`src/tcc_defs.svh`:
```
// constants for the timer counter with capture and compare
`ifndef TCC_DEFS_SVH
`define TCC_DEFS_SVH
// register offsets (word index on the plain register port)
`define ADDR_STATUS_CONTROL  6'h00
`define ADDR_COUNTER_VALUE   6'h01
`define ADDR_COUNTER_MODULO  6'h02
`define ADDR_COUNTER_INITIAL 6'h03
`define ADDR_MODE            6'h04
`define ADDR_CH_CTRL_BASE    6'h08
`define ADDR_CH_VALUE_BASE   6'h10
`define ADDR_FILTER          6'h18
// status_control fields
`define SC_PS_LSB     0
`define SC_CLOCK_SOURCE_SELECT_LSB   3
`define SC_CENTER_ALIGN_SELECT_BIT  5
`define SC_TOF_BIT    7
`define SC_OVERFLOW_SKIP_COUNT_LSB 8
// mode register fields
`define MODE_EXTENDED_FEATURES_ENABLE_BIT  0
`define MODE_DEBUG_BIT  1
`define MODE_SYNC_BIT   2
// channel control fields
`define CH_ELSA_BIT 2
`define CH_ELSB_BIT 3
`define CH_MSA_BIT  4
`define CH_MSB_BIT  5
`define CH_IE_BIT   6
`define CH_FLAG_BIT 7
// clock source encodings
`define CLOCK_SOURCE_SELECT_NONE  2'h0
`define CLOCK_SOURCE_SELECT_SYS   2'h1
`define CLOCK_SOURCE_SELECT_FIXED 2'h2
`define CLOCK_SOURCE_SELECT_EXT   2'h3
`define FREE_MAX   16'hFFFF
`define CNT_ZERO   16'h0000
`define CNT_ONE    16'h0001
`define FILT_DIV   2'h3
`endif

```
`src/tcc_pkg.sv`:
```
// types for the timer counter with capture and compare
package tcc_pkg;
  typedef struct packed {
    logic [5:0]  addr;
    logic [31:0] wdata;
    logic        wr;
    logic        rd;
  } reg_req_t;
  typedef struct packed {
    logic       flag;
    logic       ie;
    logic [1:0] ms;
    logic [1:0] els;
  } ch_cfg_t;
endpackage : tcc_pkg

```
`src/timer_counter_capture_compare.sv`:
```
// timer counter with clock select, prescaler, capture and compare
// What this block does
// - two-bit clock source picks three sources or stop; stop keeps all state
// - external clock is synchronised; it must stay below a quarter of clk
// - selected clock drives a 7-bit prescaler chosen by three-bit field
// - one 16-bit counter shared by all channels, ticks on prescaled clock
// - up mode runs initial to modulo then reloads initial
// - up mode raises overflow when modulo returns to initial
// - initial bit 15 set makes comparisons signed, else unsigned
// - with extended features, zero modulo and initial hold counter at zero
// - center-align counts initial up to modulo then back down
// - up-down raises overflow stepping from modulo to modulo minus one
// - free-run 0 to FFFF in the two listed configurations
// - counter write or sync loads initial and resets non-compare outputs
// - overflow skip count N gives one flag per N+1 overflows; zero means every one
// - capture edge copies counter to channel value and sets channel flag
// - channel value writes are dropped while capturing
// - capture keeps working during debug halt with frozen counter
// - unfiltered capture flags on third clock after input edge
// - channels 0-3 filter at clk/4, restart on change, validate at value
// - filtered capture flags 1 to 4 plus 4 times filter value clocks later
// - compare match sets, clears or toggles output and sets flag
// - toggle mode holds prior output until first match
// - compare with edge select 0:0 flags but leaves output undriven
//
// Decided for this implementation: the address map and strobed register access.
`timescale 1ns/1ps
`include "tcc_defs.svh"
module timer_counter_capture_compare #(
  parameter int NCH = 8,
  parameter int NFILT = 4
) (
  input  wire logic              clk,
  input  wire logic              srst,
  input  wire tcc_pkg::reg_req_t req,
  output logic [31:0]            rdata,
  input  wire logic              fixed_clk_in,
  input  wire logic              ext_clk_in,
  input  wire logic              debug_halt,
  input  wire logic [NCH-1:0]    ch_in,
  output logic [NCH-1:0]         ch_out,
  output logic [NCH-1:0]         ch_oe,
  output logic [NCH-1:0]         ch_irq,
  output logic                   overflow_irq
);
  import tcc_pkg::*;

  // ----------------------------------------------------------------
  // registers
  // ----------------------------------------------------------------
  logic [2:0]  prescale_select_r;
  logic [1:0]  clock_source_select_r;
  logic        center_align_select_r;
  logic        overflow_flag_r;
  logic        overflow_irq_enable_r;
  logic [4:0]  overflow_skip_count_r;
  logic [15:0] counter_value_r;
  logic [15:0] counter_modulo_r;
  logic [15:0] counter_initial_value_r;
  logic        extended_features_enable_r;
  logic        down_r;
  logic [4:0]  ovf_cnt_r;
  logic [6:0]  presc_r;
  ch_cfg_t     cfg_r [NCH];
  logic [15:0] channel_value_r [NCH];
  logic [3:0]  input_filter_value_r [NFILT];
  logic [NCH-1:0] sync1_r, sync2_r, edge_in_r;
  logic [NCH-1:0] out_r;

  wire logic wr_cnt = req.wr && req.addr == `ADDR_COUNTER_VALUE;
  wire logic sync_ev = req.wr && req.addr == `ADDR_MODE &&
                       req.wdata[`MODE_SYNC_BIT];
  wire logic cnt_reset = wr_cnt || sync_ev;

  // ----------------------------------------------------------------
  // clock source and prescaler
  // ----------------------------------------------------------------
  logic [2:0] fx_s_r, ex_s_r;
  always_ff @(posedge clk) begin
    if (srst) begin
      fx_s_r <= 3'h0;
      ex_s_r <= 3'h0;
    end else begin
      fx_s_r <= {fx_s_r[1:0], fixed_clk_in};
      ex_s_r <= {ex_s_r[1:0], ext_clk_in};
    end
  end

  logic src_tick;
  always_comb begin
    case (clock_source_select_r)
      `CLOCK_SOURCE_SELECT_SYS:   src_tick = 1'b1;
      `CLOCK_SOURCE_SELECT_FIXED: src_tick = fx_s_r[1] && !fx_s_r[2];
      `CLOCK_SOURCE_SELECT_EXT:   src_tick = ex_s_r[1] && !ex_s_r[2];
      default:     src_tick = 1'b0;
    endcase
  end

  // prescaler divides by 2**prescale_select
  wire logic [6:0] presc_mask = 7'((8'h01 << prescale_select_r) - 8'h01);
  wire logic cnt_tick = src_tick && !debug_halt &&
                        ((presc_r & presc_mask) == presc_mask);

  always_ff @(posedge clk) begin
    if (srst || cnt_reset)
      presc_r <= 7'h00;
    else if (src_tick && !debug_halt)
      presc_r <= 7'((presc_r + 7'h01) & presc_mask);
  end

  // ----------------------------------------------------------------
  // main counter
  // ----------------------------------------------------------------
  function automatic logic sgt(input logic [15:0] a, input logic [15:0] b,
                               input logic sgn);
    sgt = sgn ? ($signed(a) > $signed(b)) : (a > b);
  endfunction : sgt

  wire logic signed_mode = counter_initial_value_r[15];
  wire logic free_run =
    (!extended_features_enable_r &&
     (counter_modulo_r == `CNT_ZERO || counter_modulo_r == `FREE_MAX)) ||
    (extended_features_enable_r && !center_align_select_r &&
     counter_initial_value_r == `CNT_ZERO &&
     counter_modulo_r == `FREE_MAX);
  wire logic held_zero = extended_features_enable_r &&
    counter_modulo_r == `CNT_ZERO &&
    counter_initial_value_r == `CNT_ZERO;

  logic [15:0] cnt_nxt;
  logic        down_nxt;
  logic        ovf_ev;
  always_comb begin
    cnt_nxt = counter_value_r;
    down_nxt = down_r;
    ovf_ev = 1'b0;
    if (held_zero) begin
      cnt_nxt = `CNT_ZERO;
    end else if (free_run) begin
      cnt_nxt = counter_value_r + `CNT_ONE;
      ovf_ev = counter_value_r == `FREE_MAX;
    end else if (!center_align_select_r) begin
      if (counter_value_r == counter_modulo_r ||
          sgt(counter_value_r, counter_modulo_r, signed_mode)) begin
        cnt_nxt = counter_initial_value_r;
        ovf_ev = 1'b1;
      end else begin
        cnt_nxt = counter_value_r + `CNT_ONE;
      end
    end else begin
      if (!down_r) begin
        if (counter_value_r == counter_modulo_r) begin
          cnt_nxt = counter_value_r - `CNT_ONE;
          down_nxt = 1'b1;
          ovf_ev = 1'b1;
        end else begin
          cnt_nxt = counter_value_r + `CNT_ONE;
        end
      end else begin
        if (!sgt(counter_value_r, counter_initial_value_r, signed_mode))
          begin
          cnt_nxt = counter_value_r + `CNT_ONE;
          down_nxt = 1'b0;
        end else begin
          cnt_nxt = counter_value_r - `CNT_ONE;
        end
      end
    end
  end

  always_ff @(posedge clk) begin
    if (srst) begin
      counter_value_r <= `CNT_ZERO;
      down_r <= 1'b0;
    end else if (cnt_reset) begin
      counter_value_r <= counter_initial_value_r;
      down_r <= 1'b0;
    end else if (cnt_tick) begin
      counter_value_r <= cnt_nxt;
      down_r <= down_nxt;
    end
  end

  // overflow skip counter; software rewrites the counter after a change
  wire logic tof_set = cnt_tick && !cnt_reset && ovf_ev &&
                       ovf_cnt_r == overflow_skip_count_r;
  always_ff @(posedge clk) begin
    if (srst || cnt_reset)
      ovf_cnt_r <= 5'h00;
    else if (cnt_tick && ovf_ev)
      ovf_cnt_r <= tof_set ? 5'h00 : ovf_cnt_r + 5'h01;
  end

  // ----------------------------------------------------------------
  // configuration writes
  // ----------------------------------------------------------------
  wire logic wr_sc = req.wr && req.addr == `ADDR_STATUS_CONTROL;
  always_ff @(posedge clk) begin
    if (srst) begin
      prescale_select_r <= 3'h0;
      clock_source_select_r <= `CLOCK_SOURCE_SELECT_NONE;
      center_align_select_r <= 1'b0;
      overflow_irq_enable_r <= 1'b0;
      overflow_skip_count_r <= 5'h00;
      counter_modulo_r <= `CNT_ZERO;
      counter_initial_value_r <= `CNT_ZERO;
      extended_features_enable_r <= 1'b0;
    end else if (req.wr) begin
      if (wr_sc) begin
        prescale_select_r <= req.wdata[`SC_PS_LSB +: 3];
        clock_source_select_r <= req.wdata[`SC_CLOCK_SOURCE_SELECT_LSB +: 2];
        center_align_select_r <= req.wdata[`SC_CENTER_ALIGN_SELECT_BIT];
        overflow_irq_enable_r <= req.wdata[6];
        overflow_skip_count_r <= req.wdata[`SC_OVERFLOW_SKIP_COUNT_LSB +: 5];
      end else if (req.addr == `ADDR_COUNTER_MODULO)
        counter_modulo_r <= req.wdata[15:0];
      else if (req.addr == `ADDR_COUNTER_INITIAL)
        counter_initial_value_r <= req.wdata[15:0];
      else if (req.addr == `ADDR_MODE)
        extended_features_enable_r <= req.wdata[`MODE_EXTENDED_FEATURES_ENABLE_BIT];
    end
  end

  // overflow flag: write 0 clears, a new overflow wins over the clear
  always_ff @(posedge clk) begin
    if (srst)
      overflow_flag_r <= 1'b0;
    else if (tof_set)
      overflow_flag_r <= 1'b1;
    else if (wr_sc && !req.wdata[`SC_TOF_BIT])
      overflow_flag_r <= 1'b0;
  end

  // ----------------------------------------------------------------
  // channels
  // ----------------------------------------------------------------
  always_ff @(posedge clk) begin
    if (srst) begin
      sync1_r <= '0;
      sync2_r <= '0;
    end else begin
      sync1_r <= ch_in;
      sync2_r <= sync1_r;
    end
  end

  logic [NFILT-1:0] filt_r;
  logic [NCH-1:0]   det_in;
  logic [1:0]       fdiv_r;
  logic [3:0]       fcnt_r [NFILT];
  always_ff @(posedge clk) begin
    if (srst)
      fdiv_r <= 2'h0;
    else
      fdiv_r <= fdiv_r + 2'h1;
  end

  for (genvar i = 0; i < NCH; i++) begin : g_ch
    wire logic [15:0] my_wr_addr = 16'(`ADDR_CH_VALUE_BASE) + 16'(i);
    wire logic capture_mode = !center_align_select_r &&
      cfg_r[i].ms == 2'h0 && cfg_r[i].els != 2'h0;
    wire logic compare_mode = !center_align_select_r &&
      cfg_r[i].ms == 2'h1;
    wire logic edge_ev = (det_in[i] != edge_in_r[i]) &&
      ((det_in[i] && cfg_r[i].els[0]) ||
       (!det_in[i] && cfg_r[i].els[1]));
    wire logic match = compare_mode && cnt_tick &&
      cnt_nxt == channel_value_r[i] && !cnt_reset;
    wire logic wr_ctl = req.wr &&
      req.addr == 6'(`ADDR_CH_CTRL_BASE + i);
    wire logic cap = capture_mode && edge_ev;

    if (i < NFILT) begin : g_f
      // an unfiltered input skips the filter flop: three clocks in all
      assign det_in[i] = (input_filter_value_r[i] == 4'h0) ? sync2_r[i] :
                         filt_r[i];
      always_ff @(posedge clk) begin
        if (srst) begin
          fcnt_r[i] <= 4'h0;
          filt_r[i] <= 1'b0;
        end else if (input_filter_value_r[i] == 4'h0) begin
          fcnt_r[i] <= 4'h0;
          filt_r[i] <= sync2_r[i];
        end else if (sync2_r[i] == filt_r[i]) begin
          fcnt_r[i] <= 4'h0;
        end else if (fcnt_r[i] == input_filter_value_r[i]) begin
          filt_r[i] <= sync2_r[i];
          fcnt_r[i] <= 4'h0;
        end else if (fdiv_r == `FILT_DIV) begin
          fcnt_r[i] <= fcnt_r[i] + 4'h1;
        end
      end
    end else begin : g_nf
      assign det_in[i] = sync2_r[i];
    end

    always_ff @(posedge clk) begin
      if (srst)
        edge_in_r[i] <= 1'b0;
      else
        edge_in_r[i] <= det_in[i];
    end

    // capture also runs under debug halt, the counter is frozen then
    always_ff @(posedge clk) begin
      if (srst)
        channel_value_r[i] <= `CNT_ZERO;
      else if (cap)
        channel_value_r[i] <= counter_value_r;
      else if (req.wr && 16'(req.addr) == my_wr_addr && !capture_mode)
        channel_value_r[i] <= req.wdata[15:0];
    end

    always_ff @(posedge clk) begin
      if (srst) begin
        cfg_r[i] <= '0;
      end else begin
        if (wr_ctl) begin
          cfg_r[i].els <= req.wdata[`CH_ELSB_BIT:`CH_ELSA_BIT];
          cfg_r[i].ms <= req.wdata[`CH_MSB_BIT:`CH_MSA_BIT];
          cfg_r[i].ie <= req.wdata[`CH_IE_BIT];
        end
        // set wins over a clear written in the same cycle
        if (cap || match)
          cfg_r[i].flag <= 1'b1;
        else if (wr_ctl && !req.wdata[`CH_FLAG_BIT])
          cfg_r[i].flag <= 1'b0;
      end
    end

    always_ff @(posedge clk) begin
      if (srst) begin
        out_r[i] <= 1'b0;
      end else if (cnt_reset && !compare_mode) begin
        out_r[i] <= 1'b0;
      end else if (match) begin
        case (cfg_r[i].els)
          2'h1: out_r[i] <= ~out_r[i];
          2'h2: out_r[i] <= 1'b0;
          2'h3: out_r[i] <= 1'b1;
          default: out_r[i] <= out_r[i];
        endcase
      end
    end

    assign ch_out[i] = out_r[i];
    assign ch_oe[i] = compare_mode && cfg_r[i].els != 2'h0;
    assign ch_irq[i] = cfg_r[i].flag && cfg_r[i].ie;
  end

  always_ff @(posedge clk) begin
    if (srst) begin
      for (int k = 0; k < NFILT; k++)
        input_filter_value_r[k] <= 4'h0;
    end else if (req.wr && req.addr == `ADDR_FILTER) begin
      for (int k = 0; k < NFILT; k++)
        input_filter_value_r[k] <= req.wdata[4*k +: 4];
    end
  end

  assign overflow_irq = overflow_flag_r && overflow_irq_enable_r;

  // ----------------------------------------------------------------
  // read data, one cycle after the strobe
  // ----------------------------------------------------------------
  always_ff @(posedge clk) begin
    if (srst) begin
      rdata <= 32'h0000_0000;
    end else if (!req.rd) begin
      rdata <= 32'h0000_0000;
    end else if (req.addr == `ADDR_STATUS_CONTROL) begin
      rdata <= {19'h0, overflow_skip_count_r, overflow_flag_r,
                overflow_irq_enable_r, center_align_select_r,
                clock_source_select_r, prescale_select_r};
    end else if (req.addr == `ADDR_COUNTER_VALUE) begin
      rdata <= {16'h0, counter_value_r};
    end else if (req.addr == `ADDR_COUNTER_MODULO) begin
      rdata <= {16'h0, counter_modulo_r};
    end else if (req.addr == `ADDR_COUNTER_INITIAL) begin
      rdata <= {16'h0, counter_initial_value_r};
    end else if (req.addr == `ADDR_MODE) begin
      rdata <= {31'h0, extended_features_enable_r};
    end else if (req.addr >= `ADDR_CH_CTRL_BASE &&
                 req.addr < 6'(`ADDR_CH_CTRL_BASE + NCH)) begin
      rdata <= {24'h0, cfg_r[req.addr[2:0]].flag,
                cfg_r[req.addr[2:0]].ie, cfg_r[req.addr[2:0]].ms,
                cfg_r[req.addr[2:0]].els, 2'h0};
    end else if (req.addr >= `ADDR_CH_VALUE_BASE &&
                 req.addr < 6'(`ADDR_CH_VALUE_BASE + NCH)) begin
      rdata <= {16'h0, channel_value_r[req.addr[2:0]]};
    end else if (req.addr == `ADDR_FILTER) begin
      rdata <= {16'h0, input_filter_value_r[3], input_filter_value_r[2],
                input_filter_value_r[1], input_filter_value_r[0]};
    end else begin
      rdata <= 32'h0000_0000;
    end
  end
endmodule : timer_counter_capture_compare

```
`config.mk`:
```
export PLATFORM = sky130hd
export DESIGN_NAME = timer_counter_capture_compare
export DESIGN_NICKNAME = d
export VERILOG_FILES = /design/src/tcc_pkg.sv /design/src/timer_counter_capture_compare.sv
export VERILOG_INCLUDE_DIRS = /design/src /design/src/src
export SDC_FILE = /design/constraint.sdc
export NUM_CORES = 1
export LEC_CHECK = 0
export BUFFER_PORTS_ARGS = -buffer_cell sky130_fd_sc_hd__clkbuf_2
export CORE_MARGIN = 2
export CORE_UTILIZATION = 35
export CTS_CLUSTER_SIZE = 20
export DETAILED_ROUTE_END_ITERATION = 10
export SETUP_SLACK_MARGIN = 0.3
export SYNTH_ARGS = -nofsm -noshare
export SYNTH_HDL_FRONTEND = slang
export SYNTH_SLANG_ARGS = --single-unit
```
`constraint.sdc`:
```
create_clock -name clk -period 3.9 [get_ports clk]
set_input_delay 0.39 -clock clk [delete_from_list [all_inputs] [get_ports clk]]
set_output_delay 0.39 -clock clk [all_outputs]
set_load 0.005 [all_outputs]
```
==> results of run 1 <==
[timing repair]
item	4_1_cts	5_1_grt
setup endpoints to repair	27	28
pin swaps	76	51
hold buffers	5	0
endpoints found under the hold margin	5	0
gates cloned	1	0
setup buffers	33	17
gates resized for setup	178	75
[cell families after synthesis]
| kind of cell | count (synthesis) | synth area share (%) |
|---|---|---|
| and+or+nand+nor | 813 | 20.2 |
| DFF | 343 | 42.7 |
| other | 1 | 0.0179 |
| buffers and inverters | 228 | 4.59 |
| AOI/OAI and AO/OA | 528 | 18.2 |
| xor gates and xnor gates | 120 | 5.06 |
| muxes | 85 | 6.71 |
| adders and majority gates | 41 | 2.45 |
[area by class of cell]
type	count	area, µm²	share of cell area (%)
clock inverters	20	223	0.800
multi-input cells	1603	12600	45.4
flip-flops and latches	343	8990	32.3
repair buffers	461	3520	12.7
diodes	3	7.51	0.0270
inverters	58	220	0.791
clock buffers	58	1280	4.59
well taps	773	967	3.48
[cell usage in the layout (no fill, tap or decap), types with 17 or more instances in the layout]
| cell | synthesis | routed |
|---|---|---|
| o211ai_1 | 21 | 21 |
| mux2i_1 | 38 | 37 |
| nand3_1 | 70 | 58 |
| inv_1 | 58 | 46 |
| or3_1 | 27 | 17 |
| nand2b_1 | 20 | 20 |
| o21ai_0 | 64 | 61 |
| nor3_1 | 43 | 28 |
| nand2_1 | 205 | 198 |
| ha_4 | 0 | 17 |
| mux4_2 | 44 | 44 |
| a22o_1 | 130 | 130 |
| nor4_1 | 49 | 30 |
| xor2_1 | 46 | 35 |
| buf_6 | 4 | 40 |
| edfxtp_1 | 208 | 208 |
| xnor2_1 | 73 | 64 |
| a21oi_1 | 138 | 131 |
| dfxtp_2 | 0 | 29 |
| a31oi_1 | 26 | 22 |
| and2_1 | 73 | 71 |
| clkbuf_2 | 0 | 75 |
| o31a_1 | 19 | 19 |
| a21o_1 | 17 | 17 |
| dfxtp_1 | 135 | 104 |
| nor2b_1 | 37 | 36 |
| ha_1 | 41 | 23 |
| buf_4 | 17 | 336 |
| clkbuf_16 | 0 | 46 |
| nor2_1 | 145 | 141 |
| and3_1 | 26 | 24 |
| nand4_1 | 42 | 42 |
[worst min-delay path by stage]
stage          startpoint         end  slack, ps  cells after the start
2_1_floorplan   fdiv_r[0]   fdiv_r[0]        400                      1
3_3_place_gp    fdiv_r[0]   fdiv_r[0]        410                      1
3_5_place_dp    fdiv_r[0]   fdiv_r[0]        420                      1
4_1_cts          ch_in[5]  sync1_r[5]          9                      2
5_1_grt          ch_in[5]  sync1_r[5]         20                      2
6_report         ch_in[1]  sync1_r[1]         10                      2
[power breakdown]
part / internal, mW / switching [mW]
Clock: 2.46 / 1.70
Sequential: 3.95 / 0.116
Combinational: 0.430 / 0.645
Total: 6.84 / 2.46
[registers in the layout, indices dropped and copies added (netlist names), 3 cells and up]
name and count:
overflow_skip_count_r 5, sync2_r 8, counter_modulo_r 16, cfg_r 48, input_filter_value_r 16, fcnt_r 16, counter_initial_value_r 16, channel_value_r 128
rdata 16, ex_s_r 3, filt_r 4, fx_s_r 3, presc_r 7, ch_out 8, edge_in_r 8, sync1_r 8
counter_value_r 16, ovf_cnt_r 5, prescale_select_r 3
[synth_stat cells, drive strengths merged, types with 7 or more instances]
library cell / n / area (µm²)
nand4: 42 / 263
o211ai: 22 / 170
nor3: 43 / 215
nand2b: 20 / 125
xnor2: 74 / 656
o21ai: 68 / 348
nor2: 146 / 551
nand4b: 10 / 87.6
or4: 9 / 71.3
nand3: 72 / 370
a2111oi: 13 / 170
a22o: 130 / 1140
nor2b: 37 / 231
ha: 41 / 513
mux4: 44 / 991
edfxtp: 208 / 6250
clkbuf: 123 / 462
nand3b: 11 / 82.6
nor3b: 9 / 67.6
a21o: 17 / 128
buf: 47 / 282
inv: 58 / 218
mux2i: 38 / 380
dfxtp: 135 / 2700
nor4: 53 / 365
and2: 73 / 457
a211oi: 10 / 75.1
a31oi: 26 / 163
o31a: 19 / 166
o21a: 8 / 60.1
and3: 26 / 163
xor2: 46 / 403
o221ai: 7 / 61.3
or2: 10 / 62.6
nand2: 206 / 776
or3: 27 / 169
o22ai: 8 / 62.6
a31o: 8 / 70.1
a21oi: 138 / 691
[stage by stage]
stage,std cells,hold WS (ps)
3_3_place_gp,3182,407
3_5_place_dp,3182,415
5_1_grt,3316,18.3
6_report,3319,13.2
4_1_cts,3299,8.56
2_1_floorplan,2174,399
[metal layers]
layer / GRT usage [%] / routed length [µm]
met3: 5.21 / 9040
met1: 36.4 / 35500
met4: 13.8 / 4470
met2: 44.7 / 40300
met5: 0 / 0
==> qor.yml, run 1 <==
run_status:
  status: "complete, but fails checks"
  violations: "DRC, setup timing"
setup_path:
  cp-startpoint: "counter_value_r[3]"
  crit_top_cell: "buf_4"
  r2r_setup_slack_ps: -280
  crit_path_end_kind: "register"
  worstSetupPathType: "register to register"
  arrival_ps: 4520
  startpoint_type: "register"
  crit_buf_inv: 5
  ff2ff_path_depth: 17
  cp.depth: 17
  r2r_end: "cfg_r[3][5]"
  max_stage_delay_ps: 470
  path_delay_family: "simple AND/OR/NAND/NOR gates"
  cp-endpoint: "cfg_r[3][5]"
  worstPathCellList: "buf_6 > or4_4 > or2_1 > or3_4 > or4_4 > xnor2_4 > o21ai_2 > buf_4 > o31a_1 > a311oi_2 > buf_4 > nand4_1 > buf_4 > nor4_4 > buf_4 > nor2_4 > nand2_2"
  reg2reg_from: "counter_value_r[3]"
  path_max_fanout: 4
  crit_required_ps: 4240
  critical-path-slowest-cell: "or4_4"
placed_design:
  dp_slack_ps: -655
  dp_hpwl_um: 66400
  gp_congestion: 1.02
  placed_cell_area_mm2: 0.0245
  portBuffers: 77
synth:
  synthArstFlopShare_pct: 0
  yosys_warnings: 0
  synth_area_mm2: 0.0209
  ys_seq_area_share_pct: 42.7
  ys_seq_elements: 343
  synth_ff_type: "edfxtp_1"
  netlist_instances: 2159
  synth_edf_count: 208
  ys_types: 91
  avgSynthCellArea_um2: 9.70
drt:
  routed_wirelength_um: 89300
  drtIter0Drc: 2313
  via_per_inst: 6.08
  routedWlPerCell_um: 26.9
  drc_errors: 4
  ant_nets: 0
  first_pass_iters: 11
  vias: 20200
grt:
  grt_max_degree: 93
  overflow: 0
  grt_usage_pct: 28.0
  grt_pass1_vias: 19600
  grt_antenna_before_repair: 2
  grt_pass1_wl_um: 129000
sta:
  rsz0062_at_grt: "yes"
  setup-violations-final: 24
  worst_pin_slew_ps: 851
  hold_viol: 0
  finClkSkew_ps: 58.4
  finalSetupTns_ps: -4060
  slew_headroom_pct: 43.3
  clock.fmax_mhz: 239
  maxSlewViolCount: 0
  setup_slack_ps: -285
  finalCritPeriodShare_pct: 107
  layout_min_cycle_time_ps: 4180
cts:
  path_clk_slew_ps: 60
  tritoncts: "built"
  clk_path_buf_depth: 3
  htree_levels: 2
  root_buffer: "clkbuf_16"
  cts_buffers: 42
  clock-sinks: 343
  insertion_delay_ps: 620
final_layout:
  fin_util_pct: 47.1
  n_fill_cell: 5401
  area_growth_pct: 32.9
  nets: 2603
  drive_above_1_share_pct: 32.7
  final_area_mm2: 0.0278
power_and_ir_drop:
  p_leak_nw: 10.4
  powerDensity_mw_per_mm2: 334
  finalPower_mw: 9.31
  vdd.ir_drop.worst_uv: 375
flow_run:
  max-cap-violations: 0
die:
  ioPinCount: 110
  initial_utilization_pct: 35.4
  dieArea_mm2: 0.0618
  core_area_mm2: 0.0591
  die_h_um: 249
  die_w_um: 249
  rows: 89
worst_hold_path:
  hp-class: "input pin to register"
Note: power is estimated with default switching activity, not from simulation.
==> run 2: changes to the inputs <==
--- a/config.mk
+++ b/config.mk
@@ -7,8 +7,9 @@
 export NUM_CORES = 1
 export LEC_CHECK = 0
 export BUFFER_PORTS_ARGS = -buffer_cell sky130_fd_sc_hd__clkbuf_2
+export CAP_MARGIN = 20
 export CORE_MARGIN = 2
-export CORE_UTILIZATION = 35
+export CORE_UTILIZATION = 30
 export CTS_CLUSTER_SIZE = 20
 export DETAILED_ROUTE_END_ITERATION = 10
 export SETUP_SLACK_MARGIN = 0.3
==> qor.yml, run 2 (synthesis results as in run 1) <==
run_status:
  status: "complete, but fails checks"  # unchanged
  violations: "setup timing"  # was DRC, setup timing
final_layout:
  largest_reg_flops: 128  # unchanged
  largest-register: "channel_value_r"  # unchanged
  fin_util_pct: 39.8  # was 47.1%
  mostFrequentLayoutCells: "buf_4, edfxtp_1, nand2_1"  # unchanged
  n_fill_cell: 6674  # was 5401
  final_area_mm2: 0.0274  # was 0.0278 mm²
  area_growth_pct: 30.8  # was 32.9%
  mostFrequentLayoutCell: "buf_4"  # unchanged
  reg_top3: "channel_value_r: 128 flops, cfg_r: 48 flops"  # unchanged
  nets: 2579  # was 2603
  drive_above_1_share_pct: 31.1  # was 32.7%
sta:
  hold_viol: 0  # unchanged
  layout_min_cycle_time_ps: 4320  # was 4180 ps
  worst_pin_slew_ps: 1120  # was 851 ps
  setup_slack_ps: -418  # was -285 ps
  setup-violations-final: 24  # unchanged
  slew_headroom_pct: 25.3  # was 43.3%
  finalCritPeriodShare_pct: 111  # was 107%
  rsz0062_at_grt: "yes"  # unchanged
  clock.fmax_mhz: 232  # was 239 MHz
  maxSlewViolCount: 0  # unchanged
  whs_ps: 23.8  # was 13.2 ps
  finClkSkew_ps: 37.3  # was 58.4 ps
setup_path:
  path_delay_family: "simple AND/OR/NAND/NOR gates"  # unchanged
  worstPathCellList: "buf_6 > inv_1 > ha_1 > or3b_2 > nor2_4 > nand4_1 > nor2_4 > xnor2_2 > o21a_1 > nand2_1 > buf_4 > a211oi_2 > buf_4 > nand3_1 > or3_4 > or3_4 > o211ai_1"  # was buf_6 > or4_4 > or2_1 > or3_4 > or4_4 > xnor2_4 > o21ai_2 > buf_4 > o31a_1 > a311oi_2 > buf_4 > nand4_1 > buf_4 > nor4_4 > buf_4 > nor2_4 > nand2_2
  worstSetupPathType: "register to register"  # unchanged
  crit_required_ps: 4170  # was 4240 ps
  critical-path-slowest-cell: "or3b_2"  # was or4_4
  path_max_fanout: 14  # was 4
  crit_buf_inv: 4  # was 5
  arrival_ps: 4590  # was 4520 ps
  startpoint_type: "register"  # unchanged
  max_stage_delay_ps: 510  # was 470 ps
  crit_path_end_kind: "register"  # unchanged
grt:
  grt_antenna_before_repair: 3  # was 2
  grt_pass1_wl_um: 131000  # was 129000 µm
  overflow: 0  # unchanged
  grt_pass1_vias: 19400  # was 19600
  grt_max_degree: 73  # was 93
  grt_usage_pct: 24.7  # was 28.0%
drt:
  routed_wirelength_um: 91200  # was 89300 µm
  wl_met2_um: 41100  # was 40300 µm
  drtIter0Drc: 2780  # was 2313
  drc_errors: 0  # was 4
  vias: 20200  # about the same
  via_per_inst: 5.86  # was 6.08
  highest_layer: "met5"  # was met4
  first_pass_iters: 9  # was 11
  routedWlPerCell_um: 26.4  # was 26.9 µm
  ant_nets: 0  # unchanged
  wl_met3_um: 8750  # was 9040 µm
  wl_met1_um: 36100  # was 35500 µm
die:
  core_area_mm2: 0.0688  # was 0.0591 mm²
  die_h_um: 268  # was 249 µm
  initial_utilization_pct: 30.4  # was 35.4%
  rows: 96  # was 89
  dieArea_mm2: 0.0719  # was 0.0618 mm²
  die_w_um: 268  # was 249 µm
  ioPinCount: 110  # unchanged
cts:
  clk_path_buf_depth: 3  # unchanged
  insertion_delay_ps: 590  # was 620 ps
  tritoncts: "built"  # unchanged
  path_clk_slew_ps: 70  # was 60 ps
  root_buffer: "clkbuf_16"  # unchanged
  clock-sinks: 343  # unchanged
  hold_buffers: 0  # was 5
  htree_levels: 2  # unchanged
  cts_buffers: 41  # was 42
placed_design:
  placed_cell_area_mm2: 0.0246  # was 0.0245 mm²
  gp_congestion: 1.04  # was 1.02
  dp_hpwl_um: 68100  # was 66400 µm
  portBuffers: 77  # unchanged
power_and_ir_drop:
  finalPower_mw: 9.10  # was 9.31 mW
  vdd.ir_drop.worst_uv: 304  # was 375 µV
  powerDensity_mw_per_mm2: 332  # was 334 mW/mm²
  p_leak_nw: 10.2  # was 10.4 nW
flow_run:
  max-cap-violations: 0  # unchanged
worst_hold_path:
  hp-class: "input pin to register"  # unchanged
[run 2: layout make-up]
cell class	count	area (µm²)	area share, %
clock buffer	56	1220	4.45
sequential	343	8990	32.8
multi-input combinational	1604	12400	45.1
timing repair buffer	437	3250	11.9
antenna	1	2.50	0.00914
clock inverter	20	188	0.685
tap	931	1160	4.25
inverter	58	220	0.804
[run 2: through the flow]
step / setup TNS (ps) / instances / worst slack [ps]
after detailed placement: -8810 / 3329 / -488
after global placement: -8110 / 3329 / -484
after CTS: -5400 / 3429 / -362
after global routing: -8930 / 3449 / -490
after floorplan: 0 / 2174 / 107
final: -6680 / 3450 / -418
[run 2: worst register-to-register path: cells and delay by family, from the launching register on]
family / cells / cell delay (ps)
DFF: 1 / 380
buffers and inverters: 4 / 610
AOI/OAI and AO/OA: 3 / 570
and+or+nand+nor: 8 / 2100
adders and majority gates: 1 / 200
xor gates and xnor gates: 1 / 140
[run 2: routing by layer]
metal	global-route usage (%)	up-vias
met1	31.8	9931
li1	-	8757
met5	0	-
met4	12.0	4
met2	39.6	1247
met3	5.10	278
[run 2: report_power, final]
part           leakage (nW)  total, mW  switching, mW  internal [mW]
logic                  6.26       1.02          0.622          0.397
clock network         0.699       4.01           1.67           2.34
registers              3.24       4.07          0.120           3.95
total                  10.2       9.10           2.41           6.69
[run 2: path summary, 6_finish.rpt]
| kind | from | end | slack, ps | cells past startpoint |
|---|---|---|---|---|
| setup reg to reg | counter_value_r[1] | cfg_r[5][5] | -420 | 17 |
| setup / recovery | counter_value_r[1] | cfg_r[5][5] | -420 | 17 |
| hold reg to reg | fdiv_r[0] | fdiv_r[0] | 430 | 1 |
| hold / removal | ch_in[6] | sync1_r[6] | 20 | 2 |
[run 2: repair_timing]
item | CTS | global route
cloned | 1 | 0
pin swaps | 56 | 66
endpoints found under the setup margin | 28 | 34
resized for setup | 119 | 84
setup buffers | 23 | 20
